File: src/rcd_cfg.svh
// offsets, field positions and reset values of the reference clock block
`ifndef RCD_CFG_SVH
`define RCD_CFG_SVH

// ************************************************************
// latch selects carried in the two low bits of a serial word
// ************************************************************
`define RCD_SEL_REF     2'h0
`define RCD_SEL_NDIV    2'h1
`define RCD_SEL_MOD     2'h2
`define RCD_SEL_FUNC    2'h3

// ************************************************************
// bus offsets (byte addresses)
// ************************************************************
`define RCD_OFF_REF     8'h00
`define RCD_OFF_NDIV    8'h04
`define RCD_OFF_MOD     8'h08
`define RCD_OFF_FUNC    8'h0c
`define RCD_OFF_SYNTH   8'h10
`define RCD_OFF_STAT    8'h14

// ************************************************************
// field positions
// ************************************************************
`define RCD_FEC_LSB     2
`define RCD_FEC_MSB     12
`define RCD_VA_LO_BIT   13
`define RCD_VA_HI_BIT   14
`define RCD_DIV_LSB     19
`define RCD_DIV_MSB     22
`define RCD_FRAC_LSB    2
`define RCD_FRAC_MSB    13
`define RCD_INT_LSB     14
`define RCD_INT_MSB     21
`define RCD_BUF_EN_BIT  4
`define RCD_OSC_DIS_BIT 5
`define RCD_BIAS_LSB    9
`define RCD_BIAS_MSB    12

// ************************************************************
// reset values: divide field 8 gives divide by 16, buffer on
// ************************************************************
`define RCD_REF_RST     32'h0040_0000
`define RCD_NDIV_RST    32'h0000_0001
`define RCD_MOD_RST     32'h0000_0002
`define RCD_FUNC_RST    32'h0000_0013
`define RCD_DIV_RST_K   4'h8

// ************************************************************
// bus responses
// ************************************************************
`define RCD_RESP_OKAY   2'h0
`define RCD_RESP_SLVERR 2'h2

`endif

File: src/rcd_pkg.sv
// types shared by the reference clock block
`include "rcd_cfg.svh"
package rcd_pkg;

	typedef logic [31:0] rcd_word_t;

	// one word handed over by the serial loader
	typedef struct packed {
		logic      vld;
		logic [1:0] sel;
		rcd_word_t word;
	} rcd_load_t;

	// power-up value of each latch
	function automatic rcd_word_t rcd_reg_rst(input logic [1:0] idx);
		rcd_word_t v;
		v = `RCD_FUNC_RST;
		case (idx)
			`RCD_SEL_REF:  v = `RCD_REF_RST;
			`RCD_SEL_NDIV: v = `RCD_NDIV_RST;
			`RCD_SEL_MOD:  v = `RCD_MOD_RST;
			default:       v = `RCD_FUNC_RST;
		endcase
		return v;
	endfunction : rcd_reg_rst

endpackage : rcd_pkg

File: src/rcd_ser_load.sv
// three-wire serial loader: shift MSB first, hand over on strobe rise
`timescale 1ns/1ps
module rcd_ser_load import rcd_pkg::*; (
	input  wire logic      clk,
	input  wire logic      rst,
	input  wire logic      clk_en,
	input  wire logic      clr,
	input  wire logic      sclk_pin,
	input  wire logic      sdata_pin,
	input  wire logic      strobe_pin,
	output rcd_load_t      load
);

	// ************************************************************
	// pin synchronisers
	// ************************************************************
	logic [2:0] pin_in;
	logic [2:0] s1;
	logic [2:0] s2;
	logic [2:0] s3;
	logic [31:0] shift;

	assign pin_in = {strobe_pin, sdata_pin, sclk_pin};

	// two flops per pin, third only for edge detection
	generate
		for (genvar i = 0; i < 3; i++) begin : g_sync
			always_ff @(posedge clk or posedge rst) begin
				if (rst) begin
					s1[i] <= 1'b0;
					s2[i] <= 1'b0;
					s3[i] <= 1'b0;
				end else if (clk_en) begin
					s1[i] <= pin_in[i];
					s2[i] <= s1[i];
					s3[i] <= s2[i];
				end
			end
		end
	endgenerate

	wire sclk_rise   = s2[0] & ~s3[0];
	wire strobe_rise = s2[2] & ~s3[2];

	// ************************************************************
	// shift register and hand-over
	// ************************************************************
	// a strobe in the same cycle as a clock edge hands over the old word
	always_ff @(posedge clk or posedge rst) begin
		if (rst) begin
			shift <= 32'h0000_0000;
			load  <= '0;
		end else if (clk_en) begin
			if (clr) begin
				shift <= 32'h0000_0000;
				load  <= '0;
			end else begin
				if (sclk_rise) begin
					shift <= {shift[30:0], s2[1]};
				end
				load.vld  <= strobe_rise;
				load.sel  <= shift[1:0];
				load.word <= shift;
			end
		end
	end

endmodule : rcd_ser_load

File: src/rcd_clk_div.sv
// even divider with glitch-free ratio change
`timescale 1ns/1ps
`include "rcd_cfg.svh"
module rcd_clk_div (
	input  wire logic       clk,
	input  wire logic       rst,
	input  wire logic       clk_en,
	input  wire logic       clr,
	input  wire logic       tick,
	input  wire logic [3:0] half,
	output logic            q
);

	// ************************************************************
	// half-period counter
	// ************************************************************
	logic [3:0] cnt;
	logic [3:0] k_cur;

	// a zero field would never toggle, so it runs as the fastest ratio
	wire [3:0] k_eff = (half == 4'h0) ? 4'h1 : half;
	wire       wrap  = tick && (cnt == k_cur - 4'h1);

	// new ratio is only taken at an output edge or on clear
	always_ff @(posedge clk or posedge rst) begin
		if (rst) begin
			cnt   <= 4'h0;
			k_cur <= `RCD_DIV_RST_K;
			q     <= 1'b0;
		end else if (clk_en) begin
			if (clr) begin
				cnt   <= 4'h0;
				k_cur <= k_eff;
				q     <= 1'b0;
			end else if (wrap) begin
				cnt   <= 4'h0;
				q     <= ~q;
				k_cur <= k_eff;
			end else if (tick) begin
				cnt <= cnt + 4'h1;
			end
		end
	end
endmodule : rcd_clk_div

File: src/rcd_top.sv
// reference clock divider and frequency word control, AXI4-Lite slave
// Notes on behaviour
// - synth value is compare frequency times integer plus fraction over 4096
// - correction step is compare frequency over 32768 times correction word
// - correction word is two's complement; set top bit lowers frequency
// - divided output is reference over even 2..30, equal high and low
// - divide field sits in bits 22 down to 19 of reference latch
// - divide ratio is 16 after power-up until rewritten
// - output buffer driven only while function bit 4 high; resets high
// - oscillator runs while disable low; on after power-up; off chip disabled
// - with disable high, external square wave on reference pin is used
// - two varactor bits in reference latch drive varactor adjust outputs
// - chip enable low clears every latch; software reprograms afterwards
// - serial words MSB first; two low bits pick latch at strobe rise
//
// The AXI4-Lite slave port and the register offsets are this design's own decisions.
`timescale 1ns/1ps
`include "rcd_cfg.svh"
module rcd_top import rcd_pkg::*; (
	input  wire logic        CORE_CLK,
	input  wire logic        RST,
	input  wire logic        CLK_EN,
	input  wire logic        CHIP_EN,
	input  wire logic        SER_CLK,
	input  wire logic        SER_DATA,
	input  wire logic        LOAD_LATCH_STROBE,
	input  wire logic        REF_INPUT_PIN,
	input  wire logic [7:0]  AWADDR,
	input  wire logic        AWVALID,
	output logic             AWREADY,
	input  wire logic [31:0] WDATA,
	input  wire logic [3:0]  WSTRB,
	input  wire logic        WVALID,
	output logic             WREADY,
	output logic [1:0]       BRESP,
	output logic             BVALID,
	input  wire logic        BREADY,
	input  wire logic [7:0]  ARADDR,
	input  wire logic        ARVALID,
	output logic             ARREADY,
	output logic [31:0]      RDATA,
	output logic [1:0]       RRESP,
	output logic             RVALID,
	input  wire logic        RREADY,
	output logic             DIVIDED_REF_OUTPUT,
	output logic             OSC_RUN,
	output logic             REF_EXT_SEL,
	output logic             VARACTOR_ADJUST_LO,
	output logic             VARACTOR_ADJUST_HI,
	output logic [3:0]       OSC_BIAS_FIELD
);

	// ************************************************************
	// declarations
	// ************************************************************
	rcd_word_t  regs [4];
	rcd_load_t  ser_load;
	logic       chip_s1;
	logic       chip_en;
	logic       ref_s1;
	logic       ref_s2;
	logic       ref_s3;
	logic       div_q;
	logic [7:0] aw_addr;
	logic       aw_full;
	rcd_word_t  w_data;
	logic [3:0] w_strb;
	logic       w_full;
	logic [7:0] ar_addr;

	// ************************************************************
	// chip enable and reference pin synchronisers
	// ************************************************************
	// external reference gets a third flop so its edge can be found
	always_ff @(posedge CORE_CLK or posedge RST) begin
		if (RST) begin
			chip_s1 <= 1'b0;
			chip_en <= 1'b0;
			ref_s1  <= 1'b0;
			ref_s2  <= 1'b0;
			ref_s3  <= 1'b0;
		end else if (CLK_EN) begin
			chip_s1 <= CHIP_EN;
			chip_en <= chip_s1;
			ref_s1  <= REF_INPUT_PIN;
			ref_s2  <= ref_s1;
			ref_s3  <= ref_s2;
		end
	end

	// ************************************************************
	// field decode
	// ************************************************************
	wire [3:0]  div_field = regs[`RCD_SEL_REF][`RCD_DIV_MSB:`RCD_DIV_LSB];
	wire [10:0] fec       = regs[`RCD_SEL_REF][`RCD_FEC_MSB:`RCD_FEC_LSB];
	wire        va_lo     = regs[`RCD_SEL_REF][`RCD_VA_LO_BIT];
	wire        va_hi     = regs[`RCD_SEL_REF][`RCD_VA_HI_BIT];
	wire [11:0] frac_division_word = regs[`RCD_SEL_NDIV][`RCD_FRAC_MSB:`RCD_FRAC_LSB];
	wire [7:0]  int_division = regs[`RCD_SEL_NDIV][`RCD_INT_MSB:`RCD_INT_LSB];
	wire        ref_buf_en = regs[`RCD_SEL_FUNC][`RCD_BUF_EN_BIT];
	wire        osc_dis    = regs[`RCD_SEL_FUNC][`RCD_OSC_DIS_BIT];
	wire [3:0]  bias       = regs[`RCD_SEL_FUNC][`RCD_BIAS_MSB:`RCD_BIAS_LSB];
	wire        correction_sign_bit = fec[10];

	// ************************************************************
	// synthesis word in steps of compare frequency over 2^15
	// ************************************************************
	// integer and 12-bit fraction scaled by 8 so the 2^15 step lines up
	wire [31:0] synth_base = {9'h000, int_division, frac_division_word, 3'h0};
	wire [31:0] fec_ext    = {{21{correction_sign_bit}}, fec};
	wire [31:0] synth_word = synth_base + fec_ext;

	// ************************************************************
	// reference tick select
	// ************************************************************
	// internal oscillator is the core clock; external one ticks per rising edge
	wire osc_on   = chip_en & ~osc_dis;
	wire ref_tick = chip_en & (osc_dis ? (ref_s2 & ~ref_s3) : 1'b1);

	rcd_clk_div u_div (
		.clk    (CORE_CLK),
		.rst    (RST),
		.clk_en (CLK_EN),
		.clr    (~chip_en),
		.tick   (ref_tick),
		.half   (div_field),
		.q      (div_q)
	);

	rcd_ser_load u_ser (
		.clk        (CORE_CLK),
		.rst        (RST),
		.clk_en     (CLK_EN),
		.clr        (~chip_en),
		.sclk_pin   (SER_CLK),
		.sdata_pin  (SER_DATA),
		.strobe_pin (LOAD_LATCH_STROBE),
		.load       (ser_load)
	);

	// ************************************************************
	// bus write decode
	// ************************************************************
	wire       aw_take = AWVALID & AWREADY;
	wire       w_take  = WVALID & WREADY;
	wire [1:0] wr_idx  = aw_addr[3:2];
	wire       wr_hit  = (aw_addr[7:4] == 4'h0) && (aw_addr[1:0] == 2'h0);
	// a serial hand-over in the same cycle goes first; the bus write waits
	wire       wr_do   = aw_full & w_full & ~BVALID & ~ser_load.vld;
	wire [31:0] strb_mask = {{8{w_strb[3]}}, {8{w_strb[2]}},
	                         {8{w_strb[1]}}, {8{w_strb[0]}}};
	wire [31:0] merged    = (regs[wr_idx] & ~strb_mask) | (w_data & strb_mask);
	wire [31:0] next_reg  = {merged[31:2], wr_idx};

	// ************************************************************
	// latches
	// ************************************************************
	always_ff @(posedge CORE_CLK or posedge RST) begin
		if (RST) begin
			regs[`RCD_SEL_REF]  <= `RCD_REF_RST;
			regs[`RCD_SEL_NDIV] <= `RCD_NDIV_RST;
			regs[`RCD_SEL_MOD]  <= `RCD_MOD_RST;
			regs[`RCD_SEL_FUNC] <= `RCD_FUNC_RST;
		end else if (CLK_EN) begin
			if (!chip_en) begin
				for (int i = 0; i < 4; i++) begin
					regs[i] <= rcd_reg_rst(i[1:0]);
				end
			end else if (ser_load.vld) begin
				regs[ser_load.sel] <= ser_load.word;
			end else if (wr_do && wr_hit) begin
				regs[wr_idx] <= next_reg;
			end
		end
	end

	// ************************************************************
	// write channels: address and data taken in either order
	// ************************************************************
	always_ff @(posedge CORE_CLK or posedge RST) begin
		if (RST) begin
			AWREADY <= 1'b1;
			WREADY  <= 1'b1;
			aw_full <= 1'b0;
			w_full  <= 1'b0;
			aw_addr <= 8'h00;
			w_data  <= 32'h0000_0000;
			w_strb  <= 4'h0;
			BVALID  <= 1'b0;
			BRESP   <= `RCD_RESP_OKAY;
		end else if (CLK_EN) begin
			if (aw_take) begin
				aw_addr <= AWADDR;
				aw_full <= 1'b1;
				AWREADY <= 1'b0;
			end
			if (w_take) begin
				w_data <= WDATA;
				w_strb <= WSTRB;
				w_full <= 1'b1;
				WREADY <= 1'b0;
			end
			if (wr_do) begin
				BVALID <= 1'b1;
				BRESP  <= wr_hit ? `RCD_RESP_OKAY : `RCD_RESP_SLVERR;
			end else if (BVALID && BREADY) begin
				BVALID  <= 1'b0;
				aw_full <= 1'b0;
				w_full  <= 1'b0;
				AWREADY <= 1'b1;
				WREADY  <= 1'b1;
			end
		end
	end

	// ************************************************************
	// read decode
	// ************************************************************
	wire [31:0] stat_word = {28'h0000000, DIVIDED_REF_OUTPUT, REF_EXT_SEL,
	                         OSC_RUN, chip_en};
	wire rd_hit = (ar_addr == `RCD_OFF_REF) || (ar_addr == `RCD_OFF_NDIV) ||
	              (ar_addr == `RCD_OFF_MOD) || (ar_addr == `RCD_OFF_FUNC) ||
	              (ar_addr == `RCD_OFF_SYNTH) || (ar_addr == `RCD_OFF_STAT);
	wire [31:0] rd_mux =
		(ar_addr == `RCD_OFF_REF)   ? regs[`RCD_SEL_REF]  :
		(ar_addr == `RCD_OFF_NDIV)  ? regs[`RCD_SEL_NDIV] :
		(ar_addr == `RCD_OFF_MOD)   ? regs[`RCD_SEL_MOD]  :
		(ar_addr == `RCD_OFF_FUNC)  ? regs[`RCD_SEL_FUNC] :
		(ar_addr == `RCD_OFF_SYNTH) ? synth_word :
		(ar_addr == `RCD_OFF_STAT)  ? stat_word : 32'h0000_0000;

	// ************************************************************
	// read channel: address taken, data on the next edge
	// ************************************************************
	logic rd_pend;
	always_ff @(posedge CORE_CLK or posedge RST) begin
		if (RST) begin
			ARREADY <= 1'b1;
			ar_addr <= 8'h00;
			rd_pend <= 1'b0;
			RVALID  <= 1'b0;
			RDATA   <= 32'h0000_0000;
			RRESP   <= `RCD_RESP_OKAY;
		end else if (CLK_EN) begin
			if (ARVALID && ARREADY) begin
				ar_addr <= ARADDR;
				ARREADY <= 1'b0;
				rd_pend <= 1'b1;
			end else if (rd_pend) begin
				rd_pend <= 1'b0;
				RVALID  <= 1'b1;
				RDATA   <= rd_mux;
				RRESP   <= rd_hit ? `RCD_RESP_OKAY : `RCD_RESP_SLVERR;
			end else if (RVALID && RREADY) begin
				RVALID  <= 1'b0;
				ARREADY <= 1'b1;
			end
		end
	end

	// ************************************************************
	// pin outputs, all registered
	// ************************************************************
	// buffer gating adds one core cycle of delay, same on both edges
	always_ff @(posedge CORE_CLK or posedge RST) begin
		if (RST) begin
			DIVIDED_REF_OUTPUT <= 1'b0;
			OSC_RUN            <= 1'b0;
			REF_EXT_SEL        <= 1'b0;
			VARACTOR_ADJUST_LO <= 1'b0;
			VARACTOR_ADJUST_HI <= 1'b0;
			OSC_BIAS_FIELD     <= 4'h0;
		end else if (CLK_EN) begin
			DIVIDED_REF_OUTPUT <= div_q & ref_buf_en & chip_en;
			OSC_RUN            <= osc_on;
			REF_EXT_SEL        <= chip_en & osc_dis;
			VARACTOR_ADJUST_LO <= va_lo;
			VARACTOR_ADJUST_HI <= va_hi;
			OSC_BIAS_FIELD     <= bias;
		end
	end
endmodule : rcd_top

File: config.mk
export PLATFORM = sky130hd
export DESIGN_NAME = rcd_top
export DESIGN_NICKNAME = d
export VERILOG_FILES = /design/src/rcd_pkg.sv /design/src/rcd_ser_load.sv /design/src/rcd_clk_div.sv /design/src/rcd_top.sv
export VERILOG_INCLUDE_DIRS = /design/src
export SDC_FILE = /design/constraint.sdc
export NUM_CORES = 1
export LEC_CHECK = 0
export BUFFER_PORTS_ARGS = -buffer_cell sky130_fd_sc_hd__buf_2
export CORE_MARGIN = 2
export CORE_UTILIZATION = 40
export CTS_CLUSTER_DIAMETER = 200
export DETAILED_ROUTE_END_ITERATION = 8
export SETUP_SLACK_MARGIN = 0.5
export SYNTH_ARGS = -nofsm -noshare
export SYNTH_HDL_FRONTEND = slang
export SYNTH_SLANG_ARGS = --single-unit
File: constraint.sdc
create_clock -name CORE_CLK -period 10 [get_ports CORE_CLK]
set_input_delay 0.5 -clock CORE_CLK [delete_from_list [all_inputs] [get_ports CORE_CLK]]
set_output_delay 0.5 -clock CORE_CLK [all_outputs]
set_load 0.05 [all_outputs]
* Word-level counts from Yosys, hierarchy flattened
Index checks and enable logic that the tools add are counted.
** Storage, ports and cells
- Register bits after elaboration :: 322
- Input port bits :: 65
- Output and inout bits :: 50
** Cells by class
- $add $sub $neg :: 3
- $lt $le $gt $ge :: 4
- Equal/unequal tests :: 11
- Mux-type cells :: 52
- Bitwise operators :: 27
- Reductions and logical operators :: 32
** Operators by type and width (count)
- 128-bit 2-to-1 mux :: 3
- 32-bit 2-to-1 mux :: 11
- 128-bit bitwise mux :: 2
- 32-bit demux with 2-bit select :: 2
- 32-bit AND :: 2
- 32-bit binary-select mux with 2-bit select :: 1
- 35-bit 2-to-1 mux :: 1
- 32-bit NOT :: 1
- 32-bit OR :: 1
- 4-bit 2-to-1 mux :: 7
- 24-bit by 11-bit adder with 25-bit output :: 1
- 1-bit 2-to-1 mux :: 23
- 2-bit AND reduction :: 9
- 8-bit by 4-bit equality test with 1-bit output (second input constant) :: 2
- 8-bit by 5-bit equality test with 1-bit output (second input constant) :: 2
- 1-bit AND :: 13
- 3-bit AND reduction :: 3
- 8-bit by 3-bit equality test with 1-bit output (second input constant) :: 1
- 1-bit logical AND :: 8
- 4-bit logical NOT :: 2
- 8-bit logical NOT :: 1
- 1-bit NOT :: 8
- 3-bit greater-or-equal comparator (second input constant) :: 2
- 3-bit by 1-bit less-than comparator with 1-bit output (second input constant) :: 2
- other kinds (10) :: 21

* Logic depth before layout (Yosys ltp)
Gate-level depths: netlist (run 1).
- Depth in word-level cells :: 10
- Depth in mapped cells :: 10

* Cells and area by module
A second synthesis (run 1) with hierarchy kept.
** Second synthesis, totals
- Cells, all modules :: 1667
- Area, all modules :: 16844.9 µm²
** By module, submodules not included
- rcd_top :: instances 1, cells an instance 1344, area an instance 13325.3 µm², seq. area each 5866.9 µm²
- rcd_ser_load :: instances 1, cells an instance 274, area an instance 2989.1 µm², seq. area each 1826.8 µm²
- rcd_clk_div :: instances 1, cells an instance 49, area an instance 530.5 µm², seq. area each 226.5 µm²

* Worst setup path after synthesis (run 1)
OpenSTA, ideal clock, no wires.
- Kind :: register -> register
- Start :: register regs (netlist bit correction_sign_bit)
- End :: register RDATA[23]
- Setup time :: 0.064 ns
- Arrival :: 2.570 ns
- Slack :: 7.366 ns
- Cell stages (with the launch flop) :: 10
- Path through :: dfrtp_1 -> ha_1 -> buf_2 -> a211oi_1 -> nor3b_1 -> o21ai_0 -> or4b_1 -> and3_1 -> nor3_1 -> o21a_1
** On the way
- Longest elaborated chain between the ends :: 6
** RTL lines
- start, declared :: RTL line rcd_top.sv:56 : rcd_word_t regs [4];
- start signal, assigned by index :: RTL line rcd_top.sv:160 : regs[`RCD_SEL_REF] <= `RCD_REF_RST;
- start signal, assigned by index :: RTL line rcd_top.sv:161 : regs[`RCD_SEL_NDIV] <= `RCD_NDIV_RST;
- start signal, assigned by index :: RTL line rcd_top.sv:162 : regs[`RCD_SEL_MOD] <= `RCD_MOD_RST;
- 24-bit by 11-bit adder with 25-bit output :: RTL line rcd_top.sv:111 : wire [31:0] synth_word = synth_base + fec_ext;
- 32-bit 2-to-1 mux :: RTL line rcd_top.sv:229 : (ar_addr == `RCD_OFF_SYNTH) ? synth_word :
- 32-bit 2-to-1 mux :: RTL line rcd_top.sv:228 : (ar_addr == `RCD_OFF_FUNC) ? regs[`RCD_SEL_FUNC] :
- 32-bit 2-to-1 mux :: RTL line rcd_top.sv:227 : (ar_addr == `RCD_OFF_MOD) ? regs[`RCD_SEL_MOD] :
- 32-bit 2-to-1 mux :: RTL line rcd_top.sv:226 : (ar_addr == `RCD_OFF_NDIV) ? regs[`RCD_SEL_NDIV] :
- 32-bit 2-to-1 mux :: RTL line rcd_top.sv:225 : (ar_addr == `RCD_OFF_REF) ? regs[`RCD_SEL_REF] :
- end signal, assigned :: RTL line rcd_top.sv:252 : RDATA <= rd_mux;
- end, declared :: RTL line rcd_top.sv:41 : output logic [31:0] RDATA,
Every way passes these cells.
A chain may end at the register's enable or synchronous reset.

* Worst setup path after layout (run 1)
- Start :: input CLK_EN
- End :: register regs[28] in the netlist's numbering
** On the way
- Longest elaborated chain between the ends :: 1
** RTL lines
- start, declared :: RTL line rcd_top.sv:22 : input wire logic CLK_EN,
- 2-bit AND reduction (no line)
Every way passes these cells.

==> run summary, run 1 <==
RUN STATUS
--------------------------------------------------------------------------------------------
Outcome                                                                            completed

TIMING
--------------------------------------------------------------------------------------------
Highest attainable clock frequency                                                   225 MHz
RSZ-0062 raised after global routing                                                      no
Final count of hold timing violations                                                      0
Final count of negative-setup-slack endpoints                                              0
Setup skew after layout                                                            0.0149 ns
Post-Route Setup TNS                                                                    0 ns
Max-slew violation count                                                                   0
Rel. slew slack                                                                        18.6%
Minimum period implied by the final worst setup slack                                4.44 ns
Final Cycle Share                                                                      44.4%
Slew at the pin closest to its max-slew limit                                        1.21 ns

PLACEMENT
--------------------------------------------------------------------------------------------
Final estimated routing congestion in global placement                                 0.876
Buffers added on ports                                                                   110
Post-DP HPWL                                                                       35,200 µm

FLOORPLANNING
--------------------------------------------------------------------------------------------
Count of pins on the block boundary                                                      115
Total die area                                                                    43,300 µm²
Chip Width                                                                            208 µm
Number of placement rows                                                                  74
Placeable core area                                                               41,000 µm²
Initial Util                                                                           40.7%
Die height                                                                            208 µm

SETUP PATH
--------------------------------------------------------------------------------------------
Maximum fanout encountered on the critical timing path                                    74
Setup CP Type                                                                   primary input to register
Launch point of the critical path                                                     CLK_EN
Register-to-register setup slack                                                     5.62 ns
Kind of end point of the critical path                                              register
R2R depth                                                                                  7
CP Data Arrival Time                                                                 4.92 ns
Data required time at the worst endpoint                                            10.48 ns
Reg-to-reg critical path endpoint                                                   regs[28]
Reg-to-reg startpoint                                                                chip_en
Worst Setup Start Kind                                                          primary input
CP endpoint                                                                         regs[28]

YOSYS
--------------------------------------------------------------------------------------------
Combinational family with the most area after synthesis                         compound AO/OA/AOI/OAI gates
Distinct cells, synth                                                                     77
Primary flip-flop cell chosen by synthesis mapping                              sky130_fd_sc_hd__dfrtp_1
Mux cell area share after synthesis                                                    11.3%
Post-synthesis sequential area ratio                                                   47.3%
Synthesized area per cell                                                           10.2 µm²
Number of warning messages in the yosys log                                                0
Synth Register Bits                                                                      315
Combined area of all synthesized cells                                            16,700 µm²
Number of synthesized flops with an enable pin                                             0
XOR/XNOR Fraction of Synth Area                                                        1.16%
Adder-cell area share of the yosys netlist                                             1.85%
Basic-gate share of the synthesized area counting and, or, nand and nor cells          11.7%
Share of flip-flops with an asynchronous set or reset                                   100%
Number of standard cells after synthesis                                               1,639
Complex-gate fraction of the synthesized area                                          22.8%

CTS
--------------------------------------------------------------------------------------------
Number of buffers between clock root and the deepest sink                                  3
Clock tree root buffer cell                                                     sky130_fd_sc_hd__clkbuf_16
Clock-pin slew of the registers on the worst-case setup and hold paths               0.06 ns
Setup bufs post-CTS                                                                        0
Clk sink count                                                                           315
Depth of the CTS H-tree                                                                    2
Number of CTS-inserted buffers                                                            37
Number of hold buffers added after CTS                                                     0
Post-CTS sizing                                                                            0
TritonCTS clock tree                                                                     yes
Clock latency on the worst-skew pair                                                 0.55 ns

FINISH
--------------------------------------------------------------------------------------------
Final Util                                                                             45.9%
Layout cells sized above 1                                                             19.4%
Diode insertion count for antenna repair                                                   0
Commonest cells after routing, fill and taps aside                              304 x sky130_fd_sc_hd__dfrtp_1, 174 x sky130_fd_sc_hd__nand2_1, 128 x sky130_fd_sc_hd__nor2_1
Final-layout fill cell count                                                           3,841
Relative area change from synthesis to final layout                                    13.0%
Most common cell after layout, fill and taps aside                              sky130_fd_sc_hd__dfrtp_1
NumNets Final                                                                          1,773

DRT
--------------------------------------------------------------------------------------------
Drt first pass iters                                                                       7
Number of violations reported at the end of detailed-routing iteration 0               1,399
Vias per cell                                                                           6.29
Routed wirelength normalized by instance count                                       24.3 µm
DRC violations left                                                                        0
Total wire length                                                                  54,400 µm
Number of antenna-violating nets in the routed design                                      0
Routed vias                                                                           14,117

RUN
--------------------------------------------------------------------------------------------
Maximum Capacitance Violations                                                             0

POWER
--------------------------------------------------------------------------------------------
Combinational Power Share                                                              34.5%
Highest ir drop seen on vdd                                                           136 µV
Sequential fraction of design power                                                    37.3%
Internal Pwr Total                                                                   2.89 mW
Leak Pwr                                                                             8.02 nW
Clock network fraction of total power                                                  28.2%
Power density relative to cell area                                               256 nW/µm²
Net switching power                                                                  1.94 mW
Switching share of power                                                               40.1%

GRT
--------------------------------------------------------------------------------------------
Maximum number of pins on one net before global-route repair                             131
Total Routing Usage GR                                                                 25.2%
Vias in the first global route                                                        13,857
Grt ovf                                                                                    0
Initial antenna violation count                                                            1
Wire length of the first global-routing pass                                       84,900 µm

MIN PATH
--------------------------------------------------------------------------------------------
HP Class                                                                        primary input to register

## critical path: stages
cell and delay, ns:
sky130_fd_sc_hd__buf_2 0.07, sky130_fd_sc_hd__buf_4 0.63, sky130_fd_sc_hd__inv_2 0.51, sky130_fd_sc_hd__nor4_2 0.47, sky130_fd_sc_hd__nand3_1 0.21, sky130_fd_sc_hd__o21ai_0 0.37
sky130_fd_sc_hd__nand2_2 0.77, sky130_fd_sc_hd__nor2_4 1.04, sky130_fd_sc_hd__a22o_1 0.24
## power by group through the flow
stage	Sequential [mW]	Combinational, mW	Clock [mW]
floorplan	1.85	1.09	0
global placement	1.81	1.62	0
detailed placement	1.81	1.64	0
CTS	1.79	1.65	1.38
global route	1.82	1.79	1.44
finish	1.80	1.66	1.36
## per-layer routing
metal	wire, µm	track usage (%)
met5	11	0
met3	5240	6.76
met4	1690	8.76
met2	23900	37.4
met1	23600	35.4
## Yosys cell counts (5+ instances only)
library cell,number,area [µm²]
sky130_fd_sc_hd__buf_2,17,85.1
sky130_fd_sc_hd__ha_1,23,288
sky130_fd_sc_hd__o22ai_1,104,651
sky130_fd_sc_hd__mux2i_1,39,390
sky130_fd_sc_hd__and3_1,6,37.5
sky130_fd_sc_hd__a211oi_1,12,90.1
sky130_fd_sc_hd__o21ai_1,6,30.0
sky130_fd_sc_hd__dfrtp_1,306,7660
sky130_fd_sc_hd__nor3_1,39,195
sky130_fd_sc_hd__o2bb2ai_1,36,315
sky130_fd_sc_hd__nor2_1,133,499
sky130_fd_sc_hd__mux2_2,71,800
sky130_fd_sc_hd__a31oi_1,6,37.5
sky130_fd_sc_hd__and2_1,7,43.8
sky130_fd_sc_hd__dfstp_2,9,236
sky130_fd_sc_hd__a21oi_1,83,415
sky130_fd_sc_hd__a221oi_1,16,140
sky130_fd_sc_hd__nor2b_1,6,37.5
sky130_fd_sc_hd__o21ai_0,78,390
sky130_fd_sc_hd__mux4_2,31,698
sky130_fd_sc_hd__nand3_1,20,100
sky130_fd_sc_hd__buf_1,16,60.1
sky130_fd_sc_hd__nand2_1,175,657
sky130_fd_sc_hd__inv_1,21,78.8
sky130_fd_sc_hd__o31ai_1,35,263
sky130_fd_sc_hd__clkbuf_1,94,353
sky130_fd_sc_hd__a21o_1,7,52.6
sky130_fd_sc_hd__a22o_1,123,1080
sky130_fd_sc_hd__o21a_1,6,45.0
sky130_fd_sc_hd__nand2b_1,8,50.1
sky130_fd_sc_hd__xnor2_1,10,87.6
sky130_fd_sc_hd__o211ai_1,6,45.0
sky130_fd_sc_hd__xor2_1,12,105
sky130_fd_sc_hd__nor4_1,7,43.8
sky130_fd_sc_hd__a22oi_1,5,37.5
## worst min-delay path by stage
stage           startpoint        endpoint  slack (ns)  cells past startpoint
2_1_floorplan  u_ser.s3[2]  u_ser.load[34]        0.44                      1
3_3_place_gp   u_ser.s3[2]  u_ser.load[34]        0.45                      1
3_5_place_dp       AWREADY         AWREADY        0.46                      2
4_1_cts            ARVALID         ARREADY        0.12                      2
5_1_grt            ARVALID         ARREADY        0.15                      2
6_report           ARVALID         ARREADY        0.14                      2
## registers in the layout, summed over array words and instances (netlist names), 4 cells and up
name,count
frac_division_word,12
bias,4
u_ser.shift,32
OSC_BIAS_FIELD,4
u_div.k_cur,4
ar_addr,8
div_field,4
regs,86
u_ser.load,33
w_strb,4
u_div.cnt,4
w_data,30
RDATA,32
aw_addr,8
int_division,8
fec,10
## per-stage QoR
stage          setup WS, ns  instance area (µm²)  hold WS, ns  instances  total power, mW
3_3_place_gp           5.08                17600        0.453       2177             3.42
4_1_cts                5.64                18800        0.119       2243             4.82
6_report               5.56                18800        0.143       2243             4.82
3_5_place_dp           5.08                17600        0.464       2177             3.46
5_1_grt                5.32                18800        0.152       2243             5.05
2_1_floorplan         0.800                16700        0.445       1640             2.94
## logic make-up (layout without fill, tap and decap cells)
family                   after synthesis  count (layout)
AO/OA/AOI/OAI                        547             547
AND/OR/NAND/NOR                      433             433
flip-flops                           315             315
buffers and inverters                156             227
multiplexers                         141             141
adder cells (fa/ha/maj)               24              24
XOR/XNOR                              22              22
other                                  1               2
## final cells by class
| cell class | count | area (µm²) | share of cell area (%) |
|---|---|---|---|
| multi-input combinational | 1169 | 8220 | 43.6 |
| sequential | 315 | 7900 | 41.9 |
| clock buffer | 56 | 1090 | 5.79 |
| timing repair buffer | 138 | 761 | 4.04 |
| tap | 532 | 666 | 3.53 |
| clock inverter | 10 | 110 | 0.585 |
| inverter | 23 | 93.8 | 0.498 |
No activity file was read; power rests on OpenSTA's default activity.
==> inputs of run 2 (changes only) <==
==> constraint.sdc (replaced) <==
create_clock -name CORE_CLK -period 4.4 [get_ports CORE_CLK]
set_input_delay 0.22 -clock CORE_CLK [delete_from_list [all_inputs] [get_ports CORE_CLK]]
set_output_delay 0.22 -clock CORE_CLK [all_outputs]
set_load 0.05 [all_outputs]
==> run summary, run 2 (same netlist as run 1, synthesis figures left out) <==
PLACEMENT
---------------------------------------------------------------------------------------
Final estimated routing congestion in global placement                            0.875   was 0.876
Buffers added on ports                                                              110   unchanged
Worst Setup Slack post-DPL                                                      1.35 ns   was 5.08 ns
Post-DP HPWL                                                                  36,100 µm   was 35,200 µm
Placed instance area                                                         17,700 µm²   was 17,600 µm²

GRT
---------------------------------------------------------------------------------------
Initial antenna violation count                                                       0   was 1
Total Routing Usage GR                                                            25.4%   was 25.2%
Maximum number of pins on one net before global-route repair                        119   was 131
Wire length of the first global-routing pass                                  85,100 µm   was 84,900 µm
Grt ovf                                                                               0   unchanged
Vias in the first global route                                                   13,873   was 13,857

TIMING
---------------------------------------------------------------------------------------
Final count of hold timing violations                                                 0   unchanged
Final count of negative-setup-slack endpoints                                         0   unchanged
Minimum period implied by the final worst setup slack                           3.15 ns
Final Cycle Share                                                                 71.5%
Highest attainable clock frequency                                              318 MHz
Rel. slew slack                                                                   23.2%   was 18.6%
Setup WS post-layout                                                            1.25 ns   was 5.56 ns
RSZ-0062 raised after global routing                                                 no   unchanged
Post-Route Setup TNS                                                               0 ns   unchanged
Max-slew violation count                                                              0   unchanged
Slew at the pin closest to its max-slew limit                                   1.15 ns   was 1.21 ns
Setup skew after layout                                                       0.0225 ns   was 0.0149 ns

FINISH
---------------------------------------------------------------------------------------
NumNets Final                                                                     1,851   was 1,773
Layout cells sized above 1                                                        19.7%   was 19.4%
Flip-flop count of the largest register after layout                                 86   unchanged
Relative area change from synthesis to final layout                               18.0%   was 13.0%
Registers with the most flip-flops                                         regs x86, u_ser.load x33   unchanged
Top reg by flops                                                                   regs   unchanged
Commonest cells after routing, fill and taps aside                         304 x sky130_fd_sc_hd__dfrtp_1, 173 x sky130_fd_sc_hd__nand2_1, 128 x sky130_fd_sc_hd__nor2_1   was 304 x sky130_fd_sc_hd__dfrtp_1, 174 x sky130_fd_sc_hd__nand2_1, 128 x sky130_fd_sc_hd__nor2_1
Most common cell after layout, fill and taps aside                         sky130_fd_sc_hd__dfrtp_1   unchanged
Diode insertion count for antenna repair                                              0   unchanged
Post-route cell area                                                         19,700 µm²   was 18,800 µm²

POWER
---------------------------------------------------------------------------------------
Clock network fraction of total power                                             29.1%   was 28.2%
Power density relative to cell area                                          572 nW/µm²   was 256 nW/µm²
Switching share of power                                                          39.7%   was 40.1%
Net switching power                                                             4.47 mW   was 1.94 mW
Sequential fraction of design power                                               37.7%   was 37.3%
Combinational Power Share                                                         33.1%   was 34.5%
Highest ir drop seen on vdd                                                      379 µV   was 136 µV
Leak Pwr                                                                        8.42 nW   was 8.02 nW
Internal Pwr Total                                                              6.79 mW   was 2.89 mW

DRT
---------------------------------------------------------------------------------------
Vias per cell                                                                      6.15   was 6.29
Number of antenna-violating nets in the routed design                                 0   unchanged
Routed wirelength normalized by instance count                                  23.7 µm   was 24.3 µm
Number of violations reported at the end of detailed-routing iteration 0          1,552   was 1,399
Routed vias                                                                      14,295   was 14,117
Total wire length                                                             55,000 µm   was 54,400 µm
Drt first pass iters                                                                  6   was 7
DRC violations left                                                                   0   unchanged

CTS
---------------------------------------------------------------------------------------
Number of CTS-inserted buffers                                                       37   unchanged
Clock-pin slew of the registers on the worst-case setup and hold paths          0.06 ns   about the same
Clock tree root buffer cell                                                sky130_fd_sc_hd__clkbuf_16   unchanged
Number of buffers between clock root and the deepest sink                             3   unchanged
Setup bufs post-CTS                                                                   0   unchanged
Depth of the CTS H-tree                                                               2   unchanged
TritonCTS clock tree                                                                yes   unchanged
Clock latency on the worst-skew pair                                            0.56 ns   was 0.55 ns
Clk sink count                                                                      315   unchanged

FLOORPLANNING
---------------------------------------------------------------------------------------
Die height                                                                       208 µm   unchanged
Chip Width                                                                       208 µm   unchanged
Placeable core area                                                          41,000 µm²   unchanged
Number of placement rows                                                             74   unchanged
Total die area                                                               43,300 µm²   unchanged
Count of pins on the block boundary                                                 115   unchanged
Initial Util                                                                      40.7%   unchanged

SETUP PATH
---------------------------------------------------------------------------------------
Maximum fanout encountered on the critical timing path                                4   was 74
Data required time at the worst endpoint                                        4.83 ns   was 10.48 ns
Reg-to-reg startpoint                                                            fec[3]   was chip_en
Kind of end point of the critical path                                         register   unchanged
Worst Setup Start Kind                                                         register   was primary input
Launch point of the critical path                                                fec[3]   was CLK_EN
CP Data Arrival Time                                                            3.58 ns   was 4.92 ns
Setup CP Type                                                              register to register   was primary input to register

MIN PATH
---------------------------------------------------------------------------------------
HP Class                                                                   primary input to register   unchanged
Origin of the worst min-delay path                                               CLK_EN   was ARVALID

RUN STATUS
---------------------------------------------------------------------------------------
Outcome                                                                       completed   unchanged

RUN
---------------------------------------------------------------------------------------
Maximum Capacitance Violations                                                        0   unchanged

[run 2: area by class of cell]
class | instances | area [µm²]
Inverter | 23 | 90.1
Clock inverter | 18 | 251
Fill cell | 3797 | 21300
Sequential cell | 315 | 7900
Timing Repair Buffer | 216 | 1530
Multi-Input combinational cell | 1169 | 8190
Tap cell | 532 | 666
Clock buffer | 50 | 1040
[run 2: path summary, 6_finish.rpt]
kind	to	slack, ns	cells past startpoint
min reg2reg	u_ser.load[34]	0.47	1
min in group asynchronous	w_data[4]	0.35	3
min	BVALID	0.09	4
max reg2reg	RDATA[17]	1.25	9
max in group asynchronous	aw_addr[2]	2.84	4
max	RDATA[17]	1.25	9
[run 2: critical path: stages, from the launching register on]
cell                       delay (ns)
sky130_fd_sc_hd__dfrtp_1         0.45
sky130_fd_sc_hd__ha_1            0.27
sky130_fd_sc_hd__fa_1            0.42
sky130_fd_sc_hd__a21o_1          0.21
sky130_fd_sc_hd__a22o_1          0.23
sky130_fd_sc_hd__nor4_1          0.62
sky130_fd_sc_hd__o21ai_0         0.24
sky130_fd_sc_hd__xor2_1          0.18
sky130_fd_sc_hd__a221oi_1        0.32
sky130_fd_sc_hd__nor2_1          0.07
[run 2: layer usage]
layer,part of all wire [%],GRT usage (%)
met5,0,0
met4,3.1,8.83
met3,10,7.67
met2,43,37.6
met1,43,35.3
[run 2: power groups by stage]
| stage | logic (mW) | clock network, mW | registers [mW] |
|---|---|---|---|
| 6_report | 3.73 | 3.28 | 4.25 |
| 5_1_grt | 4.00 | 3.46 | 4.31 |
| 4_1_cts | 3.68 | 3.34 | 4.23 |
| 3_5_place_dp | 3.61 | 0 | 4.27 |
| 3_3_place_gp | 3.57 | 0 | 4.26 |
| 2_1_floorplan | 2.47 | 0 | 4.20 |
[run 2: through the flow]
step,power (mW),hold slack (ns),cells,utilization (%)
2_1_floorplan,6.67,0.295,1640,-
3_3_place_gp,7.83,0.400,2191,43.2
3_5_place_dp,7.88,0.400,2191,43.2
4_1_cts,11.3,0.0585,2323,48.0
5_1_grt,11.8,0.0981,2323,48.0
6_report,11.3,0.0939,2323,48.0
[run 2: what timing repair did]
item	CTS	global route
hold buffers	64	0
hold endpoints to repair	88	0
gates resized for setup	0	0
==> inputs of run 3 (changes only) <==
==> constraint.sdc (replaced) <==
create_clock -name CORE_CLK -period 2.7 [get_ports CORE_CLK]
set_input_delay 0.135 -clock CORE_CLK [delete_from_list [all_inputs] [get_ports CORE_CLK]]
set_output_delay 0.135 -clock CORE_CLK [all_outputs]
set_load 0.05 [all_outputs]
==> run summary, run 3 (same netlist as run 1, synthesis figures left out) <==
SETUP PATH
---------------------------------------------------------------------------------------
CP Data Arrival Time                                                            2.89 ns   was 3.58 ns
Setup CP Type                                                              register to register   unchanged
Data required time at the worst endpoint                                        3.14 ns   was 4.83 ns
Maximum fanout encountered on the critical timing path                                5   was 4
Kind of end point of the critical path                                         register   unchanged
Worst Setup Start Kind                                                         register   unchanged

FINISH
---------------------------------------------------------------------------------------
Relative area change from synthesis to final layout                               28.0%   was 18.0%
Top reg by flops                                                                   regs   unchanged
Flip-flop count of the largest register after layout                                 86   unchanged
Most common cell after layout, fill and taps aside                         sky130_fd_sc_hd__dfrtp_1   unchanged
Post-layout instance count excluding filler cells                                 2,427   was 2,323
Post-route cell area                                                         21,300 µm²   was 19,700 µm²
Commonest cells after routing, fill and taps aside                         303 x sky130_fd_sc_hd__dfrtp_1, 173 x sky130_fd_sc_hd__nand2_1, 122 x sky130_fd_sc_hd__a22o_1   was 304 x sky130_fd_sc_hd__dfrtp_1, 173 x sky130_fd_sc_hd__nand2_1, 128 x sky130_fd_sc_hd__nor2_1
Layout cells sized above 1                                                        29.5%   was 19.7%
NumNets Final                                                                     1,956   was 1,851
Final Util                                                                        52.0%   was 48.0%
Registers with the most flip-flops                                         regs x86, u_ser.load x33   unchanged

POWER
---------------------------------------------------------------------------------------
Power density relative to cell area                                          893 nW/µm²   was 572 nW/µm²
Post-layout total power                                                         19.0 mW   was 11.3 mW
Highest ir drop seen on vdd                                                      632 µV   was 379 µV
Leak Pwr                                                                        9.07 nW   was 8.42 nW

TIMING
---------------------------------------------------------------------------------------
Setup skew after layout                                                       0.0150 ns   was 0.0225 ns
Rel. slew slack                                                                   46.6%   was 23.2%
Highest attainable clock frequency                                              408 MHz   was 318 MHz
Slew at the pin closest to its max-slew limit                                  0.799 ns   was 1.15 ns
RSZ-0062 raised after global routing                                                yes   was no
Max-slew violation count                                                              0   unchanged
Final count of hold timing violations                                                 0   unchanged
Final count of negative-setup-slack endpoints                                         0   unchanged
Minimum period implied by the final worst setup slack                           2.45 ns   was 3.15 ns
Minimum hold slack                                                            0.0393 ns   was 0.0939 ns
Final Cycle Share                                                                 90.9%   was 71.5%

FLOORPLANNING
---------------------------------------------------------------------------------------
Chip Width                                                                       208 µm   unchanged
Total die area                                                               43,300 µm²   unchanged
Die height                                                                       208 µm   unchanged
Number of placement rows                                                             74   unchanged
Placeable core area                                                          41,000 µm²   unchanged
Initial Util                                                                      40.7%   unchanged
Count of pins on the block boundary                                                 115   unchanged

DRT
---------------------------------------------------------------------------------------
Routed vias                                                                      14,988   was 14,295
Drt first pass iters                                                                  6   unchanged
Number of violations reported at the end of detailed-routing iteration 0          1,512   was 1,552
Routed wirelength normalized by instance count                                  23.9 µm   was 23.7 µm
Total wire length                                                             58,000 µm   was 55,000 µm
Number of antenna-violating nets in the routed design                                 0   unchanged
DRC violations left                                                                   0   unchanged
Vias per cell                                                                      6.18   was 6.15

GRT
---------------------------------------------------------------------------------------
Maximum number of pins on one net before global-route repair                        104   was 119
Initial antenna violation count                                                       0   unchanged
Total Routing Usage GR                                                            26.7%   was 25.4%
Grt ovf                                                                               0   unchanged
Wire length of the first global-routing pass                                  89,800 µm   was 85,100 µm
Vias in the first global route                                                   14,874   was 13,873

PLACEMENT
---------------------------------------------------------------------------------------
Post-DP HPWL                                                                  37,500 µm   was 36,100 µm
Final estimated routing congestion in global placement                            0.901   was 0.875
Buffers added on ports                                                              110   unchanged
Placed Cells incl. Taps                                                           2,250   was 2,191
Placed instance area                                                         18,300 µm²   was 17,700 µm²

CTS
---------------------------------------------------------------------------------------
Number of buffers between clock root and the deepest sink                             3   unchanged
Clock tree root buffer cell                                                sky130_fd_sc_hd__clkbuf_16   unchanged
Depth of the CTS H-tree                                                               2   unchanged
Clk sink count                                                                      315   unchanged
TritonCTS clock tree                                                                yes   unchanged
Clock-pin slew of the registers on the worst-case setup and hold paths          0.06 ns   about the same
Number of CTS-inserted buffers                                                       37   unchanged
Clock latency on the worst-skew pair                                            0.56 ns   about the same

MIN PATH
---------------------------------------------------------------------------------------
HP Class                                                                   primary input to register   unchanged

RUN STATUS
---------------------------------------------------------------------------------------
Outcome                                                                       completed   unchanged

RUN
---------------------------------------------------------------------------------------
Maximum Capacitance Violations                                                        0   unchanged

==> run 3: cell types whose count changed in the layout (fill, tap and decap cells not counted), moves of 9 or more <==
cell                       delta
sky130_fd_sc_hd__nor2_2      +11
sky130_fd_sc_hd__ha_1        -14
sky130_fd_sc_hd__buf_12      +11
sky130_fd_sc_hd__buf_4       +74
sky130_fd_sc_hd__ha_4        +12
sky130_fd_sc_hd__buf_6       +18
sky130_fd_sc_hd__nor2_1      -13
sky130_fd_sc_hd__a221oi_1    -10
sky130_fd_sc_hd__a221oi_2     +9
sky130_fd_sc_hd__o21ai_0     -26
sky130_fd_sc_hd__o21ai_1     +16
==> run 3: worst max-delay path, stage by stage (launching register included) <==
cell and delay (ns):
sky130_fd_sc_hd__dfrtp_1 0.41, sky130_fd_sc_hd__ha_4 0.28, sky130_fd_sc_hd__a21o_1 0.24, sky130_fd_sc_hd__a31oi_4 0.21
sky130_fd_sc_hd__a211oi_2 0.12, sky130_fd_sc_hd__o31a_1 0.41, sky130_fd_sc_hd__o21a_4 0.27, sky130_fd_sc_hd__nor4_1 0.29
sky130_fd_sc_hd__nor3_1 0.10
==> run 3: where the power goes <==
group          switching (mW)  internal, mW
combinational            4.46          2.77
clock                    2.02          3.10
sequential               1.07          5.63
==> run 3: path summary, 6_finish.rpt <==
path / startpoint / to / slack, ns / depth (start not counted)
worst max-delay path: fec[7] / RDATA[28] / 0.25 / 8
worst min-delay path: CLK_EN / BVALID / 0.04 / 4
worst max register to register: fec[7] / RDATA[28] / 0.25 / 8
worst min register to register: u_ser.s3[2] / u_ser.load[34] / 0.48 / 1
max in group asynchronous: RST / regs[26] / 1.60 / 4
min in group asynchronous: RST / osc_dis / 0.15 / 3
==> run 3: through the flow <==
step	TNS, ns	setup WS [ns]
after floorplan	-501.56	-1.62
after global placement	0	0.155
after detailed placement	0	0.0671
after CTS	0	0.322
after global routing	0	0.210
final	0	0.247
==> run 3: metal layers <==
metal  vias up  wire length [µm]  global-route usage, %
met5         -                 0                      0
met4         0              2390                   11.8
met3       144              5160                   5.65
met2       740             25400                   39.7
met1      7481             25100                   37.7
li1       6623                 -                      -
==> run 3: area by class of cell <==
class,instances,area (µm²)
fill,3635,19700
multi-input combinational,1169,8910
sequential,315,7900
timing repair buffer,321,2550
clock buffer,60,1110
tap,532,666
clock inverter,6,113
inverter,23,93.8
antenna,1,2.50
==> run 3: repair_timing <==
| item | CTS | global route |
|---|---|---|
| gates resized for setup | 94 | 82 |
| setup buffers | 27 | 16 |
| gates cloned | 2 | 1 |
| pin swaps | 56 | 51 |
| endpoints found under the hold margin | 72 | 0 |
| setup endpoints to repair | 35 | 97 |
| hold buffers | 64 | 0 |
